File: src/rtl/t16cf_map.vh
`ifndef T16CF_MAP_VH
`define T16CF_MAP_VH
// ==========================================
// register indices, byte address is index*4
`define T16CF_IDX_FORCE1 8'h42
`define T16CF_IDX_PINOE 8'h66
`define T16CF_IDX_SELLO 8'h67
`define T16CF_IDX_SELHI 8'h68
`define T16CF_IDX_FORCE2 8'hc8
`define T16CF_IDX_CTRLA 8'h80
`define T16CF_IDX_CTRLB 8'h81
`define T16CF_IDX_CNTLO 8'h84
`define T16CF_IDX_CNTHI 8'h85
`define T16CF_IDX_CAPLO 8'h86
`define T16CF_IDX_CAPHI 8'h87
`define T16CF_IDX_OCALO 8'h88
`define T16CF_IDX_OCAHI 8'h89
`define T16CF_IDX_OCBLO 8'h8a
`define T16CF_IDX_OCBHI 8'h8b
`define T16CF_IDX_FLAGS 8'h8c
// ==========================================
// fields and reset values
`define T16CF_B_FILT 7
`define T16CF_B_EDGE 6
`define T16CF_B_FORCEA 7
`define T16CF_B_FORCEB 6
`define T16CF_F_CAP 5
`define T16CF_F_OCB 2
`define T16CF_F_OCA 1
`define T16CF_F_OVF 0
`define T16CF_CTRLB_WMASK 8'hdf
`define T16CF_RST8 8'h00
`define T16CF_RST16 16'h0000
// ==========================================
// clock select codes
`define T16CF_CS_STOP 3'h0
`define T16CF_CS_DIV1 3'h1
`define T16CF_CS_DIV8 3'h2
`define T16CF_CS_DIV64 3'h3
`define T16CF_CS_DIV256 3'h4
`define T16CF_CS_DIV1024 3'h5
`define T16CF_CS_EXTFALL 3'h6
`define T16CF_CS_EXTRISE 3'h7
`define T16CF_PS_M8 10'h007
`define T16CF_PS_M64 10'h03f
`define T16CF_PS_M256 10'h0ff
`define T16CF_PS_M1024 10'h3ff
// ==========================================
// compare output modes and tops
`define T16CF_COM_OFF 2'h0
`define T16CF_COM_TOG 2'h1
`define T16CF_COM_CLR 2'h2
`define T16CF_COM_SET 2'h3
`define T16CF_TOP8 16'h00ff
`define T16CF_TOP9 16'h01ff
`define T16CF_TOP10 16'h03ff
`define T16CF_TOPMAX 16'hffff
`define T16CF_WGM_NORMAL 4'h0
`define T16CF_WGM_CTCA 4'h4
`define T16CF_WGM_CTCI 4'hc
`define T16CF_FILT_ONES 4'hf
`define T16CF_FILT_ZERO 4'h0
`define T16CF_RESP_OKAY 2'h0
`define T16CF_RESP_SLVERR 2'h2
`endif

File: src/rtl/t16cf_timer.v
// Notes on behaviour
// - filter needs four equal samples to change
// - edge select bit: zero falling, one rising
// - capture copies counter and sets capture flag
// - capture disabled when capture register is top
// - clock select picks stop, taps or pin
// - pin edges count even when pin outputs
// - force1 bits act only in non-PWM modes, force2 strobes in any mode
// - force strobe applies match to output now
// - force raises no flag, never clears counter
// - force bits always read zero
// - two-bit route select per pin, A/B alternate
// - pin enable drives output regardless of mode
// - counter bytes through shared high latch
// - counter write blocks next timer clock match
// - compare registers compared continuously with counter
// - compare writes go through shared latch
// - non-PWM modes: off, toggle, clear, set
// - capture flag clears on ack or one
//
// Implementation choice: register access over AXI4-Lite.
`timescale 1ns/1ns
`include "t16cf_map.vh"
module t16cf_timer (
  input wire clk_sys,
  input wire reset,
  input wire [9:0] s_axi_awaddr,
  input wire s_axi_awvalid,
  output wire s_axi_awready,
  input wire [31:0] s_axi_wdata,
  input wire [3:0] s_axi_wstrb,
  input wire s_axi_wvalid,
  output wire s_axi_wready,
  output wire [1:0] s_axi_bresp,
  output wire s_axi_bvalid,
  input wire s_axi_bready,
  input wire [9:0] s_axi_araddr,
  input wire s_axi_arvalid,
  output wire s_axi_arready,
  output wire [31:0] s_axi_rdata,
  output wire [1:0] s_axi_rresp,
  output wire s_axi_rvalid,
  input wire s_axi_rready,
  input wire capturePin,
  input wire extCountPin,
  input wire captureAck,
  input wire timer0CmpA,
  input wire timer0CmpB,
  input wire timer2CmpA,
  input wire timer2CmpB,
  output wire compareOutA,
  output wire compareOutB,
  output wire forceMatch2A,
  output wire forceMatch2B,
  output wire captureFlag,
  output wire [7:0] routedPin,
  output wire [7:0] routedPinOe
);

// ==========================================
// functions
function isPwm;
  input [3:0] wgm;
  begin
    isPwm = !(wgm == `T16CF_WGM_NORMAL || wgm == `T16CF_WGM_CTCA ||
      wgm == `T16CF_WGM_CTCI);
  end
endfunction

function icrIsTop;
  input [3:0] wgm;
  begin
    icrIsTop = wgm[3] && !wgm[0] && wgm != 4'h0;
  end
endfunction

function [15:0] topOf;
  input [3:0] wgm;
  input [15:0] ocra;
  input [15:0] icr;
  begin
    case (wgm[1:0])
      2'h1: topOf = `T16CF_TOP8;
      2'h2: topOf = `T16CF_TOP9;
      2'h3: topOf = `T16CF_TOP10;
      default: topOf = `T16CF_TOPMAX;
    endcase
    if (wgm == `T16CF_WGM_CTCA || (wgm[3] && wgm[0]))
      topOf = ocra;
    else if (icrIsTop(wgm))
      topOf = icr;
  end
endfunction

function comNext;
  input [1:0] com;
  input cur;
  begin
    case (com)
      `T16CF_COM_TOG: comNext = !cur;
      `T16CF_COM_CLR: comNext = 1'b0;
      `T16CF_COM_SET: comNext = 1'b1;
      default: comNext = cur;
    endcase
  end
endfunction

function pickOut;
  input [1:0] sel;
  input t0;
  input t1;
  input t2;
  begin
    if (sel[1])
      pickOut = t2;
    else if (sel[0])
      pickOut = t1;
    else
      pickOut = t0;
  end
endfunction

// ==========================================
// registers
reg awHeld_r, wHeld_r, bvalid_r, rvalid_r;
reg [7:0] awIdx_r;
reg [31:0] wData_r;
reg [3:0] wStrb_r;
reg [1:0] bresp_r, rresp_r;
reg [31:0] rdata_r;
reg [7:0] ctrlA_r, ctrlB_r, pinOe_r, selLo_r, selHi_r, temp_r;
reg [15:0] cnt_r, ocrA_r, ocrB_r, cap_r;
reg capF_r, ocaF_r, ocbF_r, ovF_r, block_r, ocA_r, ocB_r;
reg force2A_r, force2B_r;
reg [9:0] presc_r;
reg [2:0] extS_r, capS_r;
reg extLvl_r, extPrev_r, capLvl_r, capFilt_r, capPrev_r;
reg [3:0] filt_r;
reg [7:0] routed_r;
reg [7:0] rdByte;
reg rdOk;
reg tick;
integer i;

wire [3:0] wgm = {ctrlB_r[4:3], ctrlA_r[1:0]};
wire [2:0] clkSel = ctrlB_r[2:0];
wire pwm = isPwm(wgm);
wire [15:0] top = topOf(wgm, ocrA_r, cap_r);
wire [15:0] routeSel = {selHi_r, selLo_r};
wire doWrite = awHeld_r && wHeld_r;
wire wrEn = doWrite && wStrb_r[0];
wire [7:0] wrByte = wData_r[7:0];
wire [7:0] arIdx = s_axi_araddr[9:2];
wire rdTake = s_axi_arvalid && !rvalid_r;
// same set of indices as the read decode, so a write never answers okay where a read fails
wire wrOk = awIdx_r == `T16CF_IDX_FORCE1 || awIdx_r == `T16CF_IDX_FORCE2 ||
  awIdx_r == `T16CF_IDX_PINOE || awIdx_r == `T16CF_IDX_SELLO ||
  awIdx_r == `T16CF_IDX_SELHI || awIdx_r == `T16CF_IDX_CTRLA || awIdx_r == `T16CF_IDX_CTRLB ||
  (awIdx_r >= `T16CF_IDX_CNTLO && awIdx_r <= `T16CF_IDX_FLAGS);

// ==========================================
// bus handshake
assign s_axi_awready = !awHeld_r && !bvalid_r;
assign s_axi_wready = !wHeld_r && !bvalid_r;
assign s_axi_bvalid = bvalid_r;
assign s_axi_bresp = bresp_r;
assign s_axi_arready = !rvalid_r;
assign s_axi_rvalid = rvalid_r;
assign s_axi_rdata = rdata_r;
assign s_axi_rresp = rresp_r;

always @(posedge clk_sys) begin
  if (reset) begin
    {awHeld_r, wHeld_r, bvalid_r, rvalid_r} <= 4'h0;
    awIdx_r <= `T16CF_RST8;
    {wData_r, rdata_r} <= 64'h0;
    wStrb_r <= 4'h0;
    {bresp_r, rresp_r} <= {2{`T16CF_RESP_OKAY}};
  end else begin
    if (s_axi_awvalid && s_axi_awready) begin
      awHeld_r <= 1'b1;
      awIdx_r <= s_axi_awaddr[9:2];
    end
    if (s_axi_wvalid && s_axi_wready) begin
      wHeld_r <= 1'b1;
      wData_r <= s_axi_wdata;
      wStrb_r <= s_axi_wstrb;
    end
    if (doWrite) begin
      awHeld_r <= 1'b0;
      wHeld_r <= 1'b0;
      bvalid_r <= 1'b1;
      bresp_r <= wrOk ? `T16CF_RESP_OKAY : `T16CF_RESP_SLVERR;
    end else if (bvalid_r && s_axi_bready) begin
      bvalid_r <= 1'b0;
    end
    if (rdTake) begin
      rvalid_r <= 1'b1;
      rdata_r <= {24'h0, rdByte};
      rresp_r <= rdOk ? `T16CF_RESP_OKAY : `T16CF_RESP_SLVERR;
    end else if (rvalid_r && s_axi_rready) begin
      rvalid_r <= 1'b0;
    end
  end
end

// ==========================================
// read decode
always @* begin
  rdByte = `T16CF_RST8;
  rdOk = 1'b1;
  case (arIdx)
    `T16CF_IDX_FORCE1: rdByte = `T16CF_RST8;
    `T16CF_IDX_FORCE2: rdByte = `T16CF_RST8;
    `T16CF_IDX_PINOE: rdByte = pinOe_r;
    `T16CF_IDX_SELLO: rdByte = selLo_r;
    `T16CF_IDX_SELHI: rdByte = selHi_r;
    `T16CF_IDX_CTRLA: rdByte = ctrlA_r;
    `T16CF_IDX_CTRLB: rdByte = ctrlB_r;
    `T16CF_IDX_CNTLO: rdByte = cnt_r[7:0];
    `T16CF_IDX_CNTHI: rdByte = temp_r;
    `T16CF_IDX_CAPLO: rdByte = cap_r[7:0];
    `T16CF_IDX_CAPHI: rdByte = temp_r;
    `T16CF_IDX_OCALO: rdByte = ocrA_r[7:0];
    `T16CF_IDX_OCAHI: rdByte = ocrA_r[15:8];
    `T16CF_IDX_OCBLO: rdByte = ocrB_r[7:0];
    `T16CF_IDX_OCBHI: rdByte = ocrB_r[15:8];
    `T16CF_IDX_FLAGS: rdByte = {2'h0, capF_r, 2'h0, ocbF_r, ocaF_r, ovF_r};
    default: rdOk = 1'b0;
  endcase
end

// ==========================================
// clock source
always @* begin
  case (clkSel)
    `T16CF_CS_DIV1: tick = 1'b1;
    `T16CF_CS_DIV8: tick = (presc_r & `T16CF_PS_M8) == `T16CF_PS_M8;
    `T16CF_CS_DIV64: tick = (presc_r & `T16CF_PS_M64) == `T16CF_PS_M64;
    `T16CF_CS_DIV256: tick = (presc_r & `T16CF_PS_M256) == `T16CF_PS_M256;
    `T16CF_CS_DIV1024: tick = presc_r == `T16CF_PS_M1024;
    // pin is sampled whatever its direction
    `T16CF_CS_EXTFALL: tick = extPrev_r && !extLvl_r;
    `T16CF_CS_EXTRISE: tick = !extPrev_r && extLvl_r;
    default: tick = 1'b0;
  endcase
end

// ==========================================
// pin sampling
// prescaler free runs, so the first tap tick lands anywhere in its period
always @(posedge clk_sys) begin
  if (reset) begin
    presc_r <= 10'h0;
    extS_r <= 3'h0;
    capS_r <= 3'h0;
    {extLvl_r, extPrev_r, capLvl_r, capFilt_r, capPrev_r} <= 5'h00;
    filt_r <= `T16CF_FILT_ZERO;
  end else begin
    presc_r <= presc_r + 10'h1;
    extS_r <= {extS_r[1:0], extCountPin};
    capS_r <= {capS_r[1:0], capturePin};
    if (extS_r[1] == extS_r[2])
      extLvl_r <= extS_r[2];
    if (capS_r[1] == capS_r[2])
      capLvl_r <= capS_r[2];
    extPrev_r <= extLvl_r;
    filt_r <= {filt_r[2:0], capLvl_r};
    if (filt_r == `T16CF_FILT_ONES)
      capFilt_r <= 1'b1;
    else if (filt_r == `T16CF_FILT_ZERO)
      capFilt_r <= 1'b0;
    capPrev_r <= ctrlB_r[`T16CF_B_FILT] ? capFilt_r : capLvl_r;
  end
end

wire capNow = ctrlB_r[`T16CF_B_FILT] ? capFilt_r : capLvl_r;
wire capEdge = ctrlB_r[`T16CF_B_EDGE] ? (capNow && !capPrev_r) :
  (!capNow && capPrev_r);
wire capEvent = capEdge && !icrIsTop(wgm);
wire atTop = tick && cnt_r == top;
wire cntWr = wrEn && awIdx_r == `T16CF_IDX_CNTLO;
wire matchA = tick && cnt_r == ocrA_r && !block_r;
wire matchB = tick && cnt_r == ocrB_r && !block_r;
wire forceA = wrEn && awIdx_r == `T16CF_IDX_FORCE1 && wrByte[`T16CF_B_FORCEA] && !pwm;
wire forceB = wrEn && awIdx_r == `T16CF_IDX_FORCE1 && wrByte[`T16CF_B_FORCEB] && !pwm;
wire flagClr = wrEn && awIdx_r == `T16CF_IDX_FLAGS;

// ==========================================
// registers, counter, compare and capture
always @(posedge clk_sys) begin
  if (reset) begin
    {ctrlA_r, ctrlB_r, pinOe_r, selLo_r, selHi_r, temp_r} <= {6{`T16CF_RST8}};
    {cnt_r, ocrA_r, ocrB_r, cap_r} <= {4{`T16CF_RST16}};
    {capF_r, ocaF_r, ocbF_r, ovF_r, block_r, ocA_r, ocB_r} <= 7'h00;
    {force2A_r, force2B_r} <= 2'h0;
  end else begin
    force2A_r <= 1'b0;
    force2B_r <= 1'b0;
    // low read snapshots the high byte for the paired high read
    if (rdTake && arIdx == `T16CF_IDX_CNTLO)
      temp_r <= cnt_r[15:8];
    if (rdTake && arIdx == `T16CF_IDX_CAPLO)
      temp_r <= cap_r[15:8];
    if (wrEn) begin
      case (awIdx_r)
        `T16CF_IDX_PINOE: pinOe_r <= wrByte;
        `T16CF_IDX_SELLO: selLo_r <= wrByte;
        `T16CF_IDX_SELHI: selHi_r <= wrByte;
        `T16CF_IDX_CTRLA: ctrlA_r <= wrByte;
        `T16CF_IDX_CTRLB: ctrlB_r <= wrByte & `T16CF_CTRLB_WMASK;
        `T16CF_IDX_CNTHI: temp_r <= wrByte;
        `T16CF_IDX_CAPHI: temp_r <= wrByte;
        `T16CF_IDX_OCAHI: temp_r <= wrByte;
        `T16CF_IDX_OCBHI: temp_r <= wrByte;
        `T16CF_IDX_CAPLO: cap_r <= {temp_r, wrByte};
        `T16CF_IDX_OCALO: ocrA_r <= {temp_r, wrByte};
        `T16CF_IDX_OCBLO: ocrB_r <= {temp_r, wrByte};
        `T16CF_IDX_FORCE2: begin
          force2A_r <= wrByte[`T16CF_B_FORCEA];
          force2B_r <= wrByte[`T16CF_B_FORCEB];
        end
        default: ;
      endcase
    end
    // counter write wins over counting; match blocked for one tick
    if (cntWr) begin
      cnt_r <= {temp_r, wrByte};
      block_r <= 1'b1;
    end else if (tick) begin
      block_r <= 1'b0;
      cnt_r <= (cnt_r == top) ? `T16CF_RST16 : cnt_r + 16'h1;
    end
    if (capEvent)
      cap_r <= cnt_r;
    // hardware set beats the clear in the same cycle
    if (capEvent || (atTop && icrIsTop(wgm)))
      capF_r <= 1'b1;
    else if (captureAck || (flagClr && wrByte[`T16CF_F_CAP]))
      capF_r <= 1'b0;
    // forced strobes never reach the flags
    if (matchA)
      ocaF_r <= 1'b1;
    else if (flagClr && wrByte[`T16CF_F_OCA])
      ocaF_r <= 1'b0;
    if (matchB)
      ocbF_r <= 1'b1;
    else if (flagClr && wrByte[`T16CF_F_OCB])
      ocbF_r <= 1'b0;
    if (atTop)
      ovF_r <= 1'b1;
    else if (flagClr && wrByte[`T16CF_F_OVF])
      ovF_r <= 1'b0;
    // waveform: non-PWM applies mode on match or strobe
    if (!pwm) begin
      if (matchA || forceA)
        ocA_r <= comNext(ctrlA_r[7:6], ocA_r);
      if (matchB || forceB)
        ocB_r <= comNext(ctrlA_r[5:4], ocB_r);
    end else begin
      // pwm simplified to single slope: match then restore at wrap
      if (matchA && ctrlA_r[7])
        ocA_r <= ctrlA_r[6];
      else if (atTop && ctrlA_r[7])
        ocA_r <= !ctrlA_r[6];
      if (matchB && ctrlA_r[5])
        ocB_r <= ctrlA_r[4];
      else if (atTop && ctrlA_r[5])
        ocB_r <= !ctrlA_r[4];
    end
  end
end

// ==========================================
// output pin routing
always @(posedge clk_sys) begin
  if (reset) begin
    routed_r <= `T16CF_RST8;
  end else begin
    for (i = 0; i < 8; i = i + 1) begin
      if (i % 2 == 0)
        routed_r[i] <= pickOut(routeSel[2 * i +: 2], timer0CmpB, ocB_r, timer2CmpB);
      else
        routed_r[i] <= pickOut(routeSel[2 * i +: 2], timer0CmpA, ocA_r, timer2CmpA);
    end
  end
end

assign routedPin = routed_r;
assign routedPinOe = pinOe_r;
assign compareOutA = ocA_r;
assign compareOutB = ocB_r;
assign forceMatch2A = force2A_r;
assign forceMatch2B = force2B_r;
assign captureFlag = capF_r;

endmodule

File: config.mk
export PLATFORM = sky130hd
export DESIGN_NAME = t16cf_timer
export DESIGN_NICKNAME = d
export VERILOG_FILES = /design/src/rtl/t16cf_timer.v
export VERILOG_INCLUDE_DIRS = /design/src /design/src/rtl
export SDC_FILE = /design/constraint.sdc
export NUM_CORES = 1
export LEC_CHECK = 0
export BUFFER_PORTS_ARGS = -buffer_cell sky130_fd_sc_hd__buf_2
export CAP_MARGIN = 20
export CORE_ASPECT_RATIO = 2
export CORE_MARGIN = 8
export CORE_UTILIZATION = 55
export CTS_BUF_LIST = sky130_fd_sc_hd__clkbuf_2
export CTS_CLUSTER_DIAMETER = 150
export DETAILED_ROUTE_END_ITERATION = 8
export GPL_TIMING_DRIVEN = 0
export PLACE_DENSITY = 0.84
export SETUP_SLACK_MARGIN = 0.4
export SYNTH_ARGS = -nofsm -noshare
export SYNTH_HDL_FRONTEND = slang
export SYNTH_SLANG_ARGS = --single-unit
File: constraint.sdc
create_clock -name clk_sys -period 3.7 [get_ports clk_sys]
set_input_delay 0.74 -clock clk_sys [delete_from_list [all_inputs] [get_ports clk_sys]]
set_output_delay 0.74 -clock clk_sys [all_outputs]
set_load 0.05 [all_outputs]
### Yosys cells after proc, flatten, opt, wreduce, memory -nomap -nowiden

Index checks and enable logic that the tools add are counted.

| word-level totals | value |
|---|---|
| bits in registers | 186 |
| latch bits | 0 |
| RAM bits | 0 |
| memory bits (read-only) | 0 |
| input bits | 70 |
| output and inout bits | 62 |
| logic and storage cells | 271 |
| memories | 0 |

| cells by class | value |
|---|---|
| $add $sub $neg | 2 |
| $mul | 0 |
| divide/modulo/power cells | 0 |
| order comparisons | 2 |
| equality and inequality tests | 64 |
| shift operators | 0 |
| muxes and demuxes | 62 |
| bitwise gates (word level) | 2 |
| reductions and logical operators | 100 |

Operators with widths:

| cell | number |
|---|---|
| == test 8 bit (second input constant) | 25 |
| 2-to-1 mux 16 bit | 8 |
| one-hot mux 8 bit (13 select lines) | 1 |
| == test 8 x 7 -> 1 bit (second input constant) | 8 |
| == test 16 bit | 3 |
| one-hot mux 16 bit (3 select lines) | 1 |
| 2-to-1 mux 1 bit | 43 |
| logical AND 1 bit | 41 |
| 2-to-1 mux 8 bit | 4 |
| nonzero test 2 bit | 10 |
| adder 16 x 1 -> 16 bit (second input constant) | 1 |
| AND reduction 2 bit | 8 |
| OR reduction 16 bit | 1 |
| == test 3 bit (second input constant) | 5 |
| logical NOT 1 bit | 15 |
| logical OR 1 bit | 14 |
| == test 2 bit (second input constant) | 6 |
| adder 10 x 1 -> 10 bit (second input constant) | 1 |
| == test 10 bit (second input constant) | 1 |
| == test 4 bit (second input constant) | 2 |
| greater-or-equal comparator 8 bit (second input constant) | 1 |
| less-or-equal comparator 8 bit (second input constant) | 1 |
| logical NOT 4 bit | 2 |
| inequality test 4 x 1 -> 1 bit (second input constant) | 2 |
| other kinds (17) | 28 |

### Logic depth before layout (Yosys ltp)

| depth | value |
|---|---|
| depth in word-level cells | 11 |
| gate-level depth with buffers | 14 |

### Least setup slack after synthesis

Ideal clock, no wire load.

| path | value |
|---|---|
| path type | register to register |
| start point | register ctrlA_r[0] |
| end point | register ocA_r (netlist: compareOutA) |
| data arrival time | 2.796 ns |
| data required time | 3.579 ns |
| slack | 0.784 ns |
| stages on the path, launching flop included | 14 |
| buffers on the path | 3 |
| clock period less this slack | 2.916 ns |
| cells stage by stage | dfxtp_1 > buf_2 > buf_2 > inv_1 > ha_1 > buf_4 > a21o_1 > nor2_1 > a21oi_1 > or3_1 > o211ai_1 > nand4_2 > o32ai_2 > mux2_2 |

| between the ends | value |
|---|---|
| longest elaborated chain between the ends | 10 |
| elaborated cells on any way between the ends | 27 |
| classes of those cells | 8 x eq/ne; 4 x mux; 15 x reduce/logical |

Ends and longest elaborated chain:

| what | RTL line | text |
|---|---|---|
| from (decl) | t16cf_timer.v:131 | `reg [7:0] ctrlA_r, ctrlB_r, pinOe_r, selLo_r, selHi_r, temp_r;` |
| from (signal assigned) | t16cf_timer.v:293 | `` {ctrlA_r, ctrlB_r, pinOe_r, selLo_r, selHi_r, temp_r} <= {6{`T16CF_RST8}}; `` |
| from (signal assigned) | t16cf_timer.v:310 | `` `T16CF_IDX_CTRLA: ctrlA_r <= wrByte; `` |
| parallel branches: the longest is 10 deep, another holds one-hot mux 16 bit (3 select lines) | - |  |
| to (signal assigned) | t16cf_timer.v:357 | `ocA_r <= comNext(ctrlA_r[7:6], ocA_r);` |
| to (signal assigned) | t16cf_timer.v:363 | `ocA_r <= ctrlA_r[6];` |
| to (signal assigned) | t16cf_timer.v:365 | `ocA_r <= !ctrlA_r[6];` |
| to (decl) | t16cf_timer.v:133 | `reg capF_r, ocaF_r, ocbF_r, ovF_r, block_r, ocA_r, ocB_r;` |

Parallel ways; which one is timed is not known.
A chain may end at the register's enable or synchronous reset.

### Worst setup path in the final report

Same ends and word-level chain as after synthesis.

==> results.py <==
metrics = {
    "pwr": {
        "internal_power_mw": 2.54,
        "p_seq_share_pct": 56.0,
        "vdd_drop_max_mv": 0.372,
        "power_switching_mw": 1.14,
        "p_sw_share_pct": 31.0,
        "p_leak_nw": 4.82,
        "p_clk_share_pct": 31.9,
        "finalPower_mw": 3.68,
        "comb_power_share_pct": 12.1,
        "power_density_nw_per_um2": 333,
    },
    "clock_network": {
        "clk_transition_reported_paths_ns": 0.27,
        "htreeDepth": 4,
        "cts_buffer_depth": 2,
        "cts_hold_buffers": 0,
        "cts.sinks": 184,
        "numCtsBuffers": 17,
        "cts-root-buf": "clkbuf_2",
        "clk_latency_ns": 0.86,
        "cts_tree": "yes",
    },
    "yosys": {
        "synth-edff-count": 0,
        "ys_top_cells_by_area": "dfxtp_1 (37%), mux2i_1 (12%), nor2_1 (6.4%), a21oi_1 (5.2%), nand2_1 (4.9%)",
        "synthFlopType": "dfxtp_1",
        "synthDistinctLibCells": 77,
        "synth.ff_latch_count": 184,
        "syn-instance-count": 1198,
        "synth.largest_area_cell": "dfxtp_1",
        "synth-warning-count": 0,
        "syn_area_per_cell_um2": 8.24,
        "synth_top_area_share_pct": 37.3,
        "synth_area_um2": 9870,
        "async_flop_share_pct": 0,
        "yosysSeqAreaShare_pct": 37.3,
    },
    "job": {
        "drv_cap": 0,
    },
    "routing": {
        "vias_per_cell": 6.28,
        "wl_per_cell_um": 25.0,
        "ant_nets": 0,
        "drtIter0Drc": 784,
        "drt_pass1_iterations": 6,
        "drc": 0,
        "drt-total-wl_um": 38800,
        "via_count": 9748,
    },
    "sta": {
        "period_needed_ns": 3.29,
        "finalWorstSetupSlack_ns": 0.413,
        "slew_violations": 0,
        "maxSlewHeadroom_pct": 26.4,
        "worstMarginPinSlew_ns": 1.10,
        "fin_skew_ns": 0.0577,
        "period_share_pct": 88.8,
        "hold_violations": 0,
        "grt_setup_unrepaired": "false",
        "finalSetupViolations": 0,
        "max_freq_mhz": 304,
    },
    "floorplanning": {
        "die_h_um": 205,
        "start_util_pct": 55.8,
        "die_x_um": 111,
        "io_pins": 132,
        "dieArea_um2": 22700,
        "core-area_um2": 17700,
        "rows": 69,
    },
    "worst_setup_path": {
        "critPathKind": "flop to flop",
        "ff2ff_path_depth": 14,
        "r2r-start": "ctrlA_r[0]",
        "regToRegSetupSlack_ns": 0.41,
        "arrival_ns": 4.05,
        "required_ns": 4.46,
        "r2r_end": "compareOutA",
        "cp-start-kind": "flop",
        "critPathCaptureType": "flop",
        "cp_max_fo": 10,
    },
    "hold_path": {
        "hold_start": "s_axi_rready",
        "hold_depth": 2,
        "hold_path.class": "input pin to flop",
        "hold_end": "s_axi_rvalid",
    },
    "placement": {
        "io_buffers": 72,
        "pre_cts_slack_ns": -0.0715,
        "routabilityCongestion": 1.05,
        "hpwlAfterDp_um": 29800,
        "dpl-instance-area_um2": 10600,
    },
    "finish": {
        "nFillCells": 1586,
        "final_common_cell": "dfxtp_1",
        "nets": 1400,
        "layout_common_cells": "dfxtp_1 (183), nor2_1 (166), nand2_1 (128)",
        "drive_above_1_share_pct": 13.5,
        "post-route-util_pct": 62.3,
        "synthToLayoutAreaGrowth_pct": 11.7,
        "fin_area_um2": 11000,
    },
    "grt": {
        "top_usage_layer": "met2",
        "grt_use_met1_pct": 32.8,
        "antenna_found_initial": 1,
        "first_global_vias": 9499,
        "track_usage_pct": 33.4,
        "gr-total-overflow": 0,
        "grt_util_met3_pct": 6.51,
        "grt_first_pass_wirelength_um": 57600,
        "grt_max_degree": 18,
        "met2_usage_pct": 59.3,
    },
    "status": {
        "status": "completed",
    },
}
power groups by stage:
stage | clock network [mW] | registers [mW] | logic [mW]
finish | 1.17 | 2.06 | 0.444
global route | 1.25 | 2.07 | 0.469
CTS | 1.17 | 2.06 | 0.436
detailed placement | 0 | 2.09 | 0.435
global placement | 0 | 2.09 | 0.431
floorplan | 0 | 2.13 | 0.255
worst max-delay path, stage by stage, from the launching register on:
cell	delay, ns
dfxtp_2	0.38
buf_4	0.16
buf_6	0.16
inv_1	0.09
ha_2	0.21
buf_6	0.15
a21o_1	0.24
a2bb2oi_1	0.27
a21oi_1	0.10
a211oi_1	0.28
and4_1	0.27
nand4_2	0.11
buf_6	0.19
o32ai_2	0.25
mux2_2	0.35
cells by family after synthesis:
logic type               count (synthesis)  share of synthesized area, %
AO/OA/AOI/OAI                          236                          15.7
XOR/XNOR                                51                          4.53
adder cells (fa/ha/maj)                  6                         0.761
buffers and inverters                  124                          6.02
flip-flops                             184                          37.3
multiplexers                           123                          12.7
other                                    1                        0.0380
AND/OR/NAND/NOR                        473                          23.0
sequential cells by signal (all words and copies together), names as in the netlist, 10 cells and up:
| name | count |
|---|---|
| cap_r | 16 |
| cnt_r | 16 |
| ocrB_r | 16 |
| presc_r | 10 |
| ocrA_r | 16 |
area by class of cell:
type	count	area, µm²	share of cell area, %
multi-input cells	915	5750	52.1
well taps	213	267	2.42
clock buffers	17	85.1	0.772
flip-flops and latches	184	3680	33.4
diodes	1	2.50	0.0227
plain buffers	112	563	5.11
repair buffers	82	439	3.98
clock inverters	15	194	1.76
inverters	12	45.0	0.408
synth_stat cells (all sizes together), types with 25 or more instances:
cell    count
a211oi     30
xor2       38
a21oi     102
buf        41
mux2i     117
clkbuf     71
nand3      27
dfxtp     184
nor2      168
nand2     129
nor2b      32
nor3       25
metrics by stage:
step | hold slack, ns | std cells | setup TNS [ns]
after floorplan | 0.414 | 1223 | 0
after global placement | 0.429 | 1508 | -1.00
after detailed placement | 0.429 | 1509 | -0.697
after CTS | 0.0536 | 1547 | 0
after global routing | 0.0597 | 1551 | 0
final | 0.0846 | 1551 | 0
repair_timing:
item / in CTS / in global routing
setup buffers: 6 / 3
setup endpoints to repair: 20 / 14
pin swaps: 5 / 5
resized for setup: 11 / 11
metal layers:
| layer | vias to the layer above | share of wire [%] |
|---|---|---|
| met5 | - | 0 |
| met4 | 0 | 8.3 |
| met3 | 157 | 7.3 |
| met2 | 513 | 51 |
| met1 | 4653 | 34 |
| li1 | 4425 | - |
worst max-delay path by stage:
stage,cells after the start,startpoint,slack [ns],to
after CTS,14,ctrlA_r[0],0.44,compareOutA
final,14,ctrlA_r[0],0.41,compareOutA
after floorplan,13,ctrlA_r[0],0.78,compareOutA
after global routing,15,ctrlA_r[0],0.39,compareOutA
after detailed placement,14,ctrlA_r[0],-0.07,cnt_r[13]
after global placement,5,s_axi_araddr[2],-0.26,s_axi_rdata[7]
No activity file was read; power rests on OpenSTA's default activity.
